===== src/design/gpmfc_map.vh =====
// Register offsets, field positions, reset values and timing counts of the power mode sequencer
`ifndef GPMFC_MAP_VH
`define GPMFC_MAP_VH

// Word offsets (byte addresses) of the Wishbone registers
`define GPMFC_CTRL_ADDR      8'h00
`define GPMFC_DOZECUR_ADDR   8'h04
`define GPMFC_DELAY_ADDR     8'h08
`define GPMFC_PROTCFG_ADDR   8'h0c
`define GPMFC_STATUS_ADDR    8'h10
`define GPMFC_AVGCUR_ADDR    8'h14
`define GPMFC_SWTEST_ADDR    8'h18
`define GPMFC_THRESH_ADDR    8'h1c
`define GPMFC_CMD_ADDR       8'h20
`define GPMFC_NVM_ADDR       8'h80

// Control register fields
`define GPMFC_CTRL_DOZE_EN   0
`define GPMFC_CTRL_FW_CHG    1
`define GPMFC_CTRL_FW_DSG    2

// Protection configuration fields
`define GPMFC_OV_LSB         0
`define GPMFC_OCC_LSB        4
`define GPMFC_OV_RESET       3'h7
`define GPMFC_OCC_RESET      2'h2

// Command codes: switch test entry and exit, and deep doze request
`define GPMFC_CMD_SWTEST_LO  8'h74
`define GPMFC_CMD_SWTEST_HI  8'h75
`define GPMFC_CMD_DEEPDOZE   8'h13

// Measurement rates: one less than the cycles between measurement strobes per mode
`define GPMFC_RATE_FULL      24'd50
`define GPMFC_RATE_DOZE      24'd400
`define GPMFC_RATE_DEEP      24'd3200

// Calibration length, oscillator restart and stall limit
`define GPMFC_CAL_CYCLES     8'd16
`define GPMFC_OSC_CYCLES     8'd32
`define GPMFC_STALL_NS       4000000
`define GPMFC_CLK_NS         20
`define GPMFC_STALL_CYCLES   (`GPMFC_STALL_NS / `GPMFC_CLK_NS)

// Deep doze delay counter prescale: cycles per count
`define GPMFC_TICK_CYCLES    24'd1000

`endif


===== src/design/gpmfc_power_seq.v =====
// Power mode sequencer with switch drive control and protection threshold selection
`timescale 1ns/1ps
`include "gpmfc_map.vh"

module gpmfc_power_seq (
  // Clock and reset
  input  wire        clock,
  input  wire        reset_n,
  // Wishbone slave
  input  wire        wb_cyc_i,
  input  wire        wb_stb_i,
  input  wire        wb_we_i,
  input  wire [7:0]  wb_adr_i,
  input  wire [3:0]  wb_sel_i,
  input  wire [31:0] wb_dat_i,
  output reg  [31:0] wb_dat_o,
  output reg         wb_ack_o,
  // Analog and protector side
  input  wire [15:0] avgCurrentReading,
  input  wire        wakeCurrentDetect,
  input  wire        protChgFault,
  input  wire        protDsgFault,
  input  wire        hostCommActive,
  // Comm line stall, open drain
  input  wire        commLineIn,
  output reg         commLineOut,
  output reg         commLineOe,
  // Mode and control outputs
  output reg         hfOscEnable,
  output reg         measureStrobe,
  output reg         adcCalibrate,
  output reg         chargeSwitch,
  output reg         dischargeSwitch,
  output reg  [8:0]  ovThresholdMv,
  output reg  [4:0]  occThresholdMv
);

  localparam [1:0] MODE_FULL = 2'h0;
  localparam [1:0] MODE_CAL  = 2'h1;
  localparam [1:0] MODE_DOZE = 2'h2;
  localparam [1:0] MODE_DEEP = 2'h3;

  localparam integer STALL_ALL = `GPMFC_STALL_CYCLES;
  localparam [23:0]  STALL_MAX = STALL_ALL[23:0];

  // Synchronisers for pin inputs
  reg [1:0] wakeSync_r;
  reg [1:0] commSync_r;
  reg [1:0] lineSync_r;
  reg [1:0] chgFltSync_r;
  reg [1:0] dsgFltSync_r;

  always @(posedge clock or negedge reset_n) begin
    if (!reset_n) begin
      wakeSync_r   <= 2'h0;
      commSync_r   <= 2'h0;
      lineSync_r   <= 2'h3;
      chgFltSync_r <= 2'h0;
      dsgFltSync_r <= 2'h0;
    end else begin
      wakeSync_r   <= {wakeSync_r[0], wakeCurrentDetect};
      commSync_r   <= {commSync_r[0], hostCommActive};
      lineSync_r   <= {lineSync_r[0], commLineIn};
      chgFltSync_r <= {chgFltSync_r[0], protChgFault};
      dsgFltSync_r <= {dsgFltSync_r[0], protDsgFault};
    end
  end

  wire wakeDet  = wakeSync_r[1];
  wire commAct  = commSync_r[1] | ~lineSync_r[1];
  wire chgFault = chgFltSync_r[1];
  wire dsgFault = dsgFltSync_r[1];

  // Software registers
  reg        dozeEnable_r;
  reg        fwChgOff_r;
  reg        fwDsgOff_r;
  reg [15:0] dozeLevel_r;
  reg [15:0] delayCount_r;
  reg [2:0]  ovSel_r;
  reg [1:0]  occSel_r;
  reg        deepReq_r;
  reg        testMode_r;
  reg        testChg_r;
  reg        testDsg_r;
  reg [7:0]  nvm_r [0:63];

  // Sequencer state
  reg [1:0]  mode_r;
  reg [1:0]  mode_nxt;
  reg [7:0]  calCnt_r;
  reg [15:0] fsTimer_r;
  reg [23:0] tickCnt_r;
  reg [23:0] rateCnt_r;
  reg [7:0]  oscCnt_r;
  reg        stalling_r;
  reg [23:0] stallCnt_r;

  wire [15:0] avgCur   = avgCurrentReading;
  wire        belowLvl = avgCur < dozeLevel_r;
  wire        aboveLvl = avgCur > dozeLevel_r;
  wire        reqMeth  = deepReq_r && (delayCount_r == 16'h0000);
  wire        timeMeth = (delayCount_r != 16'h0000) && (fsTimer_r == 16'h0000);

  // Mode transitions
  always @* begin
    mode_nxt = mode_r;
    case (mode_r)
      MODE_FULL: begin
        if (dozeEnable_r && belowLvl && !wakeDet) begin
          mode_nxt = MODE_CAL;
        end
      end
      MODE_CAL: begin
        if (calCnt_r == `GPMFC_CAL_CYCLES) begin
          mode_nxt = MODE_DOZE;
        end
      end
      MODE_DOZE: begin
        if (aboveLvl || wakeDet || !dozeEnable_r) begin
          mode_nxt = MODE_FULL;
        end else if (reqMeth || timeMeth) begin
          mode_nxt = MODE_DEEP;
        end
      end
      MODE_DEEP: begin
        if (commAct || aboveLvl || wakeDet) begin
          mode_nxt = MODE_FULL;
        end
      end
      default: mode_nxt = MODE_FULL;
    endcase
  end

  // Bus access decode
  wire        busReq = wb_cyc_i && wb_stb_i && !wb_ack_o;
  wire        busWr  = busReq && wb_we_i && wb_sel_i[0];
  wire        nvmHit = wb_adr_i[7];
  wire [5:0]  nvmIdx = {wb_adr_i[6:2], 1'b0};

  always @(posedge clock or negedge reset_n) begin
    if (!reset_n) begin
      mode_r     <= MODE_FULL;
      calCnt_r   <= 8'h00;
      fsTimer_r  <= 16'h0000;
      tickCnt_r  <= 24'h000000;
      rateCnt_r  <= 24'h000000;
      oscCnt_r   <= 8'h00;
      stalling_r <= 1'b0;
      stallCnt_r <= 24'h000000;
    end else begin
      mode_r <= mode_nxt;
      calCnt_r <= (mode_r == MODE_CAL) ? calCnt_r + 8'h01 : 8'h00;
      // Countdown loaded from the delay count on doze entry
      if (mode_r != MODE_DOZE) begin
        fsTimer_r <= delayCount_r;
        tickCnt_r <= 24'h000000;
      end else if (fsTimer_r != 16'h0000) begin
        if (tickCnt_r == `GPMFC_TICK_CYCLES - 24'd1) begin
          tickCnt_r <= 24'h000000;
          fsTimer_r <= fsTimer_r - 16'h0001;
        end else begin
          tickCnt_r <= tickCnt_r + 24'h000001;
        end
      end
      if (mode_r != mode_nxt || rateCnt_r == 24'h000000) begin
        case (mode_nxt)
          MODE_DOZE: rateCnt_r <= `GPMFC_RATE_DOZE;
          MODE_DEEP: rateCnt_r <= `GPMFC_RATE_DEEP;
          default:   rateCnt_r <= `GPMFC_RATE_FULL;
        endcase
      end else begin
        rateCnt_r <= rateCnt_r - 24'h000001;
      end
      // Oscillator restart time after leaving deep doze
      if (mode_r == MODE_DEEP) begin
        oscCnt_r <= `GPMFC_OSC_CYCLES;
      end else if (oscCnt_r != 8'h00) begin
        oscCnt_r <= oscCnt_r - 8'h01;
      end
      // Stall the line on a comm activity wake from deep doze until the oscillator is up
      if (mode_r == MODE_DEEP && commAct) begin
        stalling_r <= 1'b1;
        stallCnt_r <= 24'h000000;
      end else if (stalling_r) begin
        stallCnt_r <= stallCnt_r + 24'h000001;
        if (oscCnt_r == 8'h01 || stallCnt_r == STALL_MAX - 24'd2) begin
          stalling_r <= 1'b0;
        end
      end
    end
  end

  // Registers written by software
  always @(posedge clock or negedge reset_n) begin
    if (!reset_n) begin
      dozeEnable_r <= 1'b0;
      fwChgOff_r   <= 1'b0;
      fwDsgOff_r   <= 1'b0;
      dozeLevel_r  <= 16'h0000;
      delayCount_r <= 16'h0000;
      ovSel_r      <= `GPMFC_OV_RESET;
      occSel_r     <= `GPMFC_OCC_RESET;
      deepReq_r    <= 1'b0;
      testMode_r   <= 1'b0;
      testChg_r    <= 1'b0;
      testDsg_r    <= 1'b0;
    end else begin
      // A comm activity wake from deep doze clears the request even during a bus write; a request written now wins
      if (mode_r == MODE_DEEP && commAct) begin
        deepReq_r <= 1'b0;
      end
      if (busWr && wb_adr_i == `GPMFC_CTRL_ADDR) begin
        dozeEnable_r <= wb_dat_i[`GPMFC_CTRL_DOZE_EN];
        fwChgOff_r   <= wb_dat_i[`GPMFC_CTRL_FW_CHG];
        fwDsgOff_r   <= wb_dat_i[`GPMFC_CTRL_FW_DSG];
      end else if (busWr && wb_adr_i == `GPMFC_DOZECUR_ADDR && wb_sel_i[1]) begin
        dozeLevel_r <= wb_dat_i[15:0];
      end else if (busWr && wb_adr_i == `GPMFC_DELAY_ADDR && wb_sel_i[1]) begin
        delayCount_r <= wb_dat_i[15:0];
      end else if (busWr && wb_adr_i == `GPMFC_PROTCFG_ADDR) begin
        ovSel_r  <= wb_dat_i[`GPMFC_OV_LSB+2:`GPMFC_OV_LSB];
        occSel_r <= wb_dat_i[`GPMFC_OCC_LSB+1:`GPMFC_OCC_LSB];
      end else if (busWr && wb_adr_i == `GPMFC_CMD_ADDR) begin
        if (wb_dat_i[7:0] == `GPMFC_CMD_DEEPDOZE) begin
          deepReq_r <= 1'b1;
        end else if (wb_dat_i[7:0] == `GPMFC_CMD_SWTEST_LO) begin
          testMode_r <= 1'b1;
          testChg_r  <= wb_dat_i[8];
          testDsg_r  <= wb_dat_i[9];
        end else if (wb_dat_i[7:0] == `GPMFC_CMD_SWTEST_HI) begin
          testMode_r <= 1'b0;
        end
      end
    end
  end

  // User storage: two 32-byte blocks, two bytes per word
  genvar gi;
  generate
    for (gi = 0; gi < 64; gi = gi + 1) begin : gNvm
      always @(posedge clock or negedge reset_n) begin
        if (!reset_n) begin
          nvm_r[gi] <= 8'hff;
        end else if (busReq && wb_we_i && nvmHit && {26'h0, nvmIdx} == gi - gi % 2) begin
          if (gi % 2 == 0 && wb_sel_i[0]) begin
            nvm_r[gi] <= wb_dat_i[7:0];
          end else if (gi % 2 == 1 && wb_sel_i[1]) begin
            nvm_r[gi] <= wb_dat_i[15:8];
          end
        end
      end
    end
  endgenerate

  // Threshold lookup
  reg [8:0] ovLut;
  reg [4:0] occLut;
  always @* begin
    ovLut = 9'd275 + {1'b0, ovSel_r, 5'h00} - {3'h0, ovSel_r, 3'h0} + {6'h00, ovSel_r};
    case (occSel_r)
      2'h0: occLut = 5'd6;
      2'h1: occLut = 5'd13;
      2'h2: occLut = 5'd18;
      default: occLut = 5'd28;
    endcase
  end

  // Read mux
  reg [31:0] rdData;
  always @* begin
    rdData = 32'h00000000;
    if (nvmHit) begin
      rdData = {16'h0000, nvm_r[nvmIdx + 6'd1], nvm_r[nvmIdx]};
    end else if (wb_adr_i == `GPMFC_CTRL_ADDR) begin
      rdData = {29'h0, fwDsgOff_r, fwChgOff_r, dozeEnable_r};
    end else if (wb_adr_i == `GPMFC_DOZECUR_ADDR) begin
      rdData = {16'h0000, dozeLevel_r};
    end else if (wb_adr_i == `GPMFC_DELAY_ADDR) begin
      rdData = {16'h0000, delayCount_r};
    end else if (wb_adr_i == `GPMFC_PROTCFG_ADDR) begin
      rdData = {26'h0, occSel_r, 1'b0, ovSel_r};
    end else if (wb_adr_i == `GPMFC_STATUS_ADDR) begin
      rdData = {16'h0, fsTimer_r[7:0], stalling_r, testMode_r, deepReq_r,
                dsgFault, chgFault, hfOscEnable, mode_r};
    end else if (wb_adr_i == `GPMFC_AVGCUR_ADDR) begin
      rdData = {16'h0000, avgCur};
    end else if (wb_adr_i == `GPMFC_SWTEST_ADDR) begin
      rdData = {29'h0, testDsg_r, testChg_r, testMode_r};
    end else if (wb_adr_i == `GPMFC_THRESH_ADDR) begin
      rdData = {11'h0, occLut, 7'h0, ovLut};
    end
  end

  // Registered outputs
  always @(posedge clock or negedge reset_n) begin
    if (!reset_n) begin
      wb_ack_o        <= 1'b0;
      wb_dat_o        <= 32'h00000000;
      commLineOut     <= 1'b0;
      commLineOe      <= 1'b0;
      hfOscEnable     <= 1'b1;
      measureStrobe   <= 1'b0;
      adcCalibrate    <= 1'b0;
      chargeSwitch    <= 1'b0;
      dischargeSwitch <= 1'b0;
      ovThresholdMv   <= 9'd450;
      occThresholdMv  <= 5'd18;
    end else begin
      wb_ack_o        <= busReq;
      wb_dat_o        <= busReq ? rdData : 32'h00000000;
      commLineOut     <= 1'b0;
      commLineOe      <= stalling_r;
      hfOscEnable     <= (mode_nxt != MODE_DEEP);
      measureStrobe   <= (rateCnt_r == 24'h000000) && (mode_r != MODE_CAL);
      adcCalibrate    <= (mode_nxt == MODE_CAL);
      // Protector fault has final authority; test mode cannot override it
      chargeSwitch    <= !chgFault && (testMode_r ? testChg_r : !fwChgOff_r);
      dischargeSwitch <= !dsgFault && (testMode_r ? testDsg_r : !fwDsgOff_r);
      ovThresholdMv   <= ovLut;
      occThresholdMv  <= occLut;
    end
  end

endmodule


===== config.mk =====
export PLATFORM = sky130hd
export DESIGN_NAME = gpmfc_power_seq
export DESIGN_NICKNAME = d
export VERILOG_FILES = /design/src/design/gpmfc_power_seq.v
export VERILOG_INCLUDE_DIRS = /design/src /design/src/design
export SDC_FILE = /design/constraint.sdc
export NUM_CORES = 1
export LEC_CHECK = 0
export ABC_AREA = 0
export BUFFER_PORTS_ARGS = -buffer_cell sky130_fd_sc_hd__buf_2
export CAP_MARGIN = 30
export CORE_MARGIN = 8
export CORE_UTILIZATION = 35
export CTS_CLUSTER_SIZE = 30
export DETAILED_ROUTE_END_ITERATION = 10
export RECOVER_POWER = 50
export SLEW_MARGIN = 40
export SYNTH_ARGS = -nofsm -noshare
export SYNTH_HDL_FRONTEND = slang
export SYNTH_SLANG_ARGS = --single-unit

===== constraint.sdc =====
create_clock -name clock -period 4.9 [get_ports clock]
set_input_delay 0.49 -clock clock [delete_from_list [all_inputs] [get_ports clock]]
set_output_delay 0.49 -clock clock [all_outputs]
set_load 0.01 [all_outputs]

==> flow_summary.yaml, run 1 <==
layout:
  nets: 2650
  layout-drive-gt1-share_pct: 53.45
  fin_util_pct: 39.91
  area_growth_pct: 12.85
  final_cells: 3886
  fillers: 8859
detailed_routing:
  via_count: 20990
  drtIter0Drc: 1396
  wl_per_cell_um: 22.20
  postRouteAntennaNets: 0
  avgViaCountPerCell: 5.400
  wl_um: 86270
  drc: 0
  firstDrtPassIters: 5
global_routing:
  grt_pass1_wl_um: 135500
  antenna_found_initial: 8
  overflow: 0
  grt_pass1_vias: 22280
  grt_use_total_pct: 15.86
  grt_max_degree: 157
sta:
  finalSetupViolCount: 0
  final.period_utilization_pct: 81.83
  slew_headroom_pct: -54.05
  rsz0062_at_grt: "no"
  worstMarginPinSlew_ns: 2.311
  drv_slew: 325
  hold_viol_final: 0
  hold_slack_ns: 0.2879
  fin_ws_ns: 0.8903
  period_minus_slack_ns: 4.010
  final.setup.tns_ns: 0
  max_freq_ghz: 0.2494
  fin_skew_ns: 0.01357
critical_path:
  critPathMaxStageDelay_ns: 1.61
  worst_ep_required_time_ns: 5.38
  cp_num_buf_inv: 2
  r2r_cells: 8
  critPathCaptureType: "flip-flop"
  crit_chain: "clkbuf_2, buf_4, mux4_2, mux4_2, o22ai_1, nor3_1"
  regToRegSetupSlack_ns: 1.65
  cp-start-kind: "primary input"
  crit_fanout: 75
  cp_common_cell: "mux4_2"
  crit_arrival_ns: 4.49
  r2r_end: "nvm_r[399]$_DFFE_PN1P_"
  worstSetupPathType: "primary input to flip-flop"
  r2r_start: "wb_ack_o$_DFF_PN0_"
  crit_family: "buffers and inverters"
  crit_slowest_cell: "clkbuf_2"
logic_synthesis:
  synth_seq_area_share_pct: 54.23
  synth.avg_cell_area_um2: 13.90
  synthCells: 2461
  yosysMostFrequentCell: "dfstp_2"
  synth_edf_count: 0
  synth_cell_types: 77
  ys_top_cells_by_area: "dfstp_2 (40%), mux2_2 (15%), dfrtp_1 (14%)"
  ys_async_sr_fraction_pct: 100.0
  synth-seq-cells: 715
  syn_area_um2: 34200
  synth_top_area_cell: "dfstp_2"
  ys.flop_type: "dfstp_2"
  synthTopCellsByCount: "dfstp_2 (525), mux2_2 (448), dfrtp_1 (190)"
  synth_top_area_share_pct: 40.33
  yosys_warnings: 0
power:
  ir_drop_mv: 0.2191
  p_per_area_nw_per_um2: 335.4
  power_leakage_nw: 15.74
floorplan:
  rows: 114
  fp.dieH_um: 328.6
  fp.dieW_um: 328.6
  num_io_pins: 124
  start_util_pct: 35.37
  fp.dieArea_um2: 108000
  core_area_um2: 96710
placed_design:
  place_ws_ns: 1.365
  routabilityCongestion: 0.8839
  placedCellCount: 3733
  io_buffers: 93
  post-dp-hpwl_um: 58280
clocking:
  cts_tree: "built"
  cts_buffer_depth: 3
  htree_levels: 3
  clock_sinks: 715
  clk_latency_ns: 0.62
  cts_setup_buffers: 0
  clock-root-buffer: "clkbuf_16"
  numCtsBuffers: 77
  clk_pin_slew_worst_paths_ns: 0.06
hold_path:
  min_path_cells: 3
  hold_class: "primary input to flip-flop"
  min_to: "dozeLevel_r[5]$_DFFE_PN0P_"
  hold_start: "wb_dat_i[5]"
run_status:
  violations: "capacitance limit, slew limit"
  status: "complete, but fails checks"
flow_run:
  cap_violations: 4
[worst max path at each step]
stage	startpoint	to	slack (ns)	cells after the start
after floorplan	avgCurrentReading[15]	rateCnt_r[4]$_DFF_PN0_	2.25	8
after global placement	wb_adr_i[5]	testChg_r$_DFFE_PN0P_	0.20	7
after detailed placement	wb_adr_i[2]	wb_dat_o[0]$_DFF_PN0_	1.37	9
after CTS	dozeLevel_r[15]$_DFFE_PN0P_	rateCnt_r[4]$_DFF_PN0_	1.68	10
after global routing	reset_n	nvm_r[9]$_DFFE_PN1P_	0.76	5
final	wb_adr_i[3]	wb_dat_o[8]$_DFF_PN0_	0.89	6
[power breakdown]
part	leakage (nW)	switching (mW)	total, mW	internal, mW
Combinational	6.59	0.553	0.911	0.358
Sequential	7.92	0.131	6.32	6.19
Clock	1.23	2.38	5.71	3.33
Total	15.7	3.06	12.9	9.88
[placed cells by master (no fill, tap or decap), drive strengths merged, types with 23 or more instances in the layout]
master,instances
mux2,539
dfstp,525
dfrtp,190
clkbuf,172
nor2,162
mux4,160
nand2,138
buf,88
o21ai,79
a21oi,55
inv,52
xnor2,39
nand3,39
ha,35
nor3,30
nor4,25
nand4,23
xor2,23
[layer usage]
metal,wire length [um],vias up,global-route usage [%]
li1,-,9159,-
met1,37430,11120,21.34
met2,41430,551,25.96
met3,4999,148,2.800
met4,2386,6,5.066
met5,29,-,0
[state kept, by name (all words and copies together) (netlist names), 9 cells and up]
| register | count |
|---|---|
| rateCnt_r | 24 |
| ovThresholdMv | 9 |
| stallCnt_r | 24 |
| wb_dat_o | 21 |
| dozeLevel_r | 16 |
| delayCount_r | 16 |
| tickCnt_r | 24 |
| fsTimer_r | 16 |
| nvm_r | 512 |
[cell families (layout without fill, tap and decap cells)]
group | Yosys count | in the layout | synth area share, %
AO/OA/AOI/OAI | 225 | 225 | 4.050
flip-flops | 715 | 715 | 54.23
AND/OR/NAND/NOR | 507 | 507 | 7.529
buffers and inverters | 199 | 333 | 2.473
XOR/XNOR | 62 | 62 | 1.588
adder cells (fa/ha/maj) | 36 | 36 | 1.339
multiplexers | 716 | 716 | 28.78
other | 1 | 16 | 0.01096
[what timing repair did]
item / 4_1_cts / 5_1_grt
resized for setup: 0 / 0
hold buffers: 6 / 0
hold endpoints to repair: 52 / 0
[tightest hold or removal path, cell delays in order]
cell and delay, ns:
buf_2 0.20, nand2_1 0.09, o21ai_0 0.07
[stage by stage]
step | cell area (um2) | power (mW)
final | 38600 | 12.95
after global routing | 38590 | 13.47
after CTS | 38660 | 13.13
after detailed placement | 36110 | 7.331
after global placement | 36060 | 7.274
after floorplan | 34240 | 6.957
[layout make-up]
cell class	instances	area (um2)	share of cell area [%]
diodes	4	10.01	0.02593
clock buffers	120	2332	6.043
clock inverters	21	157.7	0.4085
inverters	46	172.7	0.4474
multi-input cells	1558	14870	38.52
flip-flops and latches	715	18550	48.06
well taps	1276	1597	4.136
repair buffers	146	910.9	2.360
No activity file was read; power rests on OpenSTA's default activity.
==> run 2: changes to the inputs <==
==> constraint.sdc (replaced) <==
create_clock -name clock -period 4.15 [get_ports clock]
set_input_delay 0.415 -clock clock [delete_from_list [all_inputs] [get_ports clock]]
set_output_delay 0.415 -clock clock [all_outputs]
set_load 0.01 [all_outputs]
==> run 2 against run 1 <==
  * The run still ends with capacitance limit, slew limit left
  * Core utilization grew 0.27 points
  * Highest routed layer unchanged
  * Critical path depth increased by 4
  * Largest cell class unchanged
  * Worst hold slack improved by 0.016 ns
  * First-iteration DRC count is 4.7% lower
  * Largest power group unchanged
==> flow_summary.yaml, run 2 (synthesis gave the netlist of run 1 again) <==
global_routing:
  overflow: 0
  antenna_found_initial: 9
  grt_pass1_vias: 22440
  grt_pass1_wl_um: 136300
  grt_use_total_pct: 15.90
  grt_max_degree: 97
clocking:
  cts_tree: "built"
  clk_pin_slew_worst_paths_ns: 0.06
  clock_sinks: 715
  clock-root-buffer: "clkbuf_16"
  htree_levels: 3
  clk_latency_ns: 0.63
  cts_buffer_depth: 3
  numCtsBuffers: 77
sta:
  rsz0062_at_grt: "no"
  fin_skew_ns: 0.02290
  finalSetupViolCount: 0
  final.period_utilization_pct: 79.10
  worstMarginPinSlew_ns: 2.898
  drv_slew: 67
  final.setup.tns_ns: 0
  slew_headroom_pct: -93.22
  period_minus_slack_ns: 3.283
  hold_viol_final: 0
  max_freq_ghz: 0.3046
floorplan:
  fp.dieArea_um2: 108000
  fp.dieH_um: 328.6
  rows: 114
  num_io_pins: 124
  start_util_pct: 35.37
  fp.dieW_um: 328.6
  core_area_um2: 96710
critical_path:
  crit_slowest_cell: "or4_1"
  regToRegSetupSlack_ns: 0.87
  worstSetupPathType: "flip-flop to flip-flop"
  critPathCaptureType: "flip-flop"
  cp-start-kind: "flip-flop"
  r2r_end: "rateCnt_r[7]$_DFF_PN0_"
  r2r_start: "dozeLevel_r[15]$_DFFE_PN0P_"
  cp_num_buf_inv: 2
  crit_arrival_ns: 3.79
  crit_family: "simple AND/OR/NAND/NOR gates"
  r2r_cells: 10
  worst_ep_required_time_ns: 4.66
  critPathMaxStageDelay_ns: 0.64
  crit_fanout: 17
  crit_chain: "inv_1, ha_1, nand4_1, or4_1, a21o_1, a31oi_1, o21ai_1, o311ai_4, buf_4, mux2_2"
detailed_routing:
  postRouteAntennaNets: 0
  drtIter0Drc: 1331
  drc: 0
  wl_per_cell_um: 22.06
  avgViaCountPerCell: 5.366
  via_count: 20910
  firstDrtPassIters: 5
  wl_um: 85960
hold_path:
  hold_start: "avgCurrentReading[7]"
  hold_class: "primary input to flip-flop"
  min_path_cells: 5
  min_to: "wb_dat_o[7]$_DFF_PN0_"
power:
  power_mw: 15.45
  power_leakage_nw: 15.88
  combPwrFrac_pct: 7.1
  p_seq_share_pct: 48.3
  power.internal_mw: 11.83
  ir_drop_mv: 0.2600
  p_per_area_nw_per_um2: 397.6
  switching_share_pct: 23.44
  netSwitchingPower_mw: 3.622
  p_clk_share_pct: 44.5
run_status:
  status: "complete, but fails checks"
  violations: "capacitance limit, slew limit"
layout:
  nets: 2663
  final_common_cell: "dfstp_2"
  top_register: "nvm_r"
  mostFrequentLayoutCells: "dfstp_2 (523), mux2_2 (448), dfrtp_1 (190)"
  area_growth_pct: 13.61
  largest_reg_flops: 512
  layout-drive-gt1-share_pct: 53.78
flow_run:
  cap_violations: 2
placed_design:
  io_buffers: 93
  routabilityCongestion: 0.8891
  post-dp-hpwl_um: 59290
==> run 2: cell count changes in the layout (fill, tap and decap cells not counted), sizes merged <==
cell / before / now
clkinvlp: 1 / 0
inv: 52 / 51
clkbuf: 172 / 163
diode: 4 / 3
buf: 88 / 108
bufinv: 1 / 4
==> run 2: layout make-up <==
cell class | count | area [um2]
diodes | 3 | 7.507
clock buffers | 118 | 2291
clock inverters | 22 | 274.0
fillers | 8831 | 57850
inverters | 46 | 172.7
multi-input cells | 1558 | 14860
flip-flops and latches | 715 | 18550
well taps | 1276 | 1597
repair buffers | 159 | 1102
==> run 2: worst max path at each step <==
stage / from / endpoint / slack, ns / depth (start not counted)
CTS: dozeLevel_r[15]$_DFFE_PN0P_ / rateCnt_r[7]$_DFF_PN0_ / 0.90 / 10
global placement: wb_adr_i[2] / testDsg_r$_DFFE_PN0P_ / 0.1 / 7
floorplan: avgCurrentReading[15] / rateCnt_r[4]$_DFF_PN0_ / 1.57 / 8
detailed placement: avgCurrentReading[15] / rateCnt_r[7]$_DFF_PN0_ / 0.74 / 10
global route: reset_n / nvm_r[378]$_DFFE_PN1P_ / 0.38 / 4
finish: dozeLevel_r[15]$_DFFE_PN0P_ / rateCnt_r[7]$_DFF_PN0_ / 0.87 / 10
==> run 2: what timing repair did <==
| item | CTS | global route |
|---|---|---|
| endpoints found under the hold margin | 47 | 0 |
| resized for setup | 0 | 0 |
| hold buffers | 6 | 0 |
| buffers inserted | 0 | 0 |
==> run 2: through the flow <==
step	worst slack [ns]	std cells	hold slack (ns)	utilization (%)	instance area, um2
floorplan	1.573	2472	0.1194	-	34240
global placement	0.09703	3744	0.3439	37.43	36200
detailed placement	0.7386	3747	0.3413	37.50	36270
global route	0.3834	3894	0.2821	40.17	38850
CTS	0.8999	3893	0.2248	40.22	38890
finish	0.8674	3897	0.3036	40.18	38860
==> run 2: power groups by stage <==
stage | Clock, mW | Sequential, mW | Combinational (mW)
floorplan | 0 | 7.53 | 0.689
global placement | 0 | 7.54 | 1.06
detailed placement | 0 | 7.57 | 1.11
CTS | 7.08 | 7.46 | 1.12
global route | 7.38 | 7.49 | 1.23
finish | 6.88 | 7.47 | 1.10
==> run 2: per-layer routing <==
layer  wire length, um  GRT usage [%]  up-vias  share of wire (%)
li1                  -              -     9226                  -
met1             37670          21.38    11010                 44
met2             41420          25.98      540                 48
met3              4772          3.076      127                5.6
met4              2043          4.752       10                2.4
met5                60              0        -              0.070
==> run 2: worst register-to-register path, stage by stage, from the launching register on <==
cell	delay, ns
dfrtp_1	0.35
inv_1	0.06
ha_1	0.31
nand4_1	0.27
or4_1	0.64
a21o_1	0.19
a31oi_1	0.30
o21ai_1	0.17
o311ai_4	0.19
buf_4	0.33
mux2_2	0.36
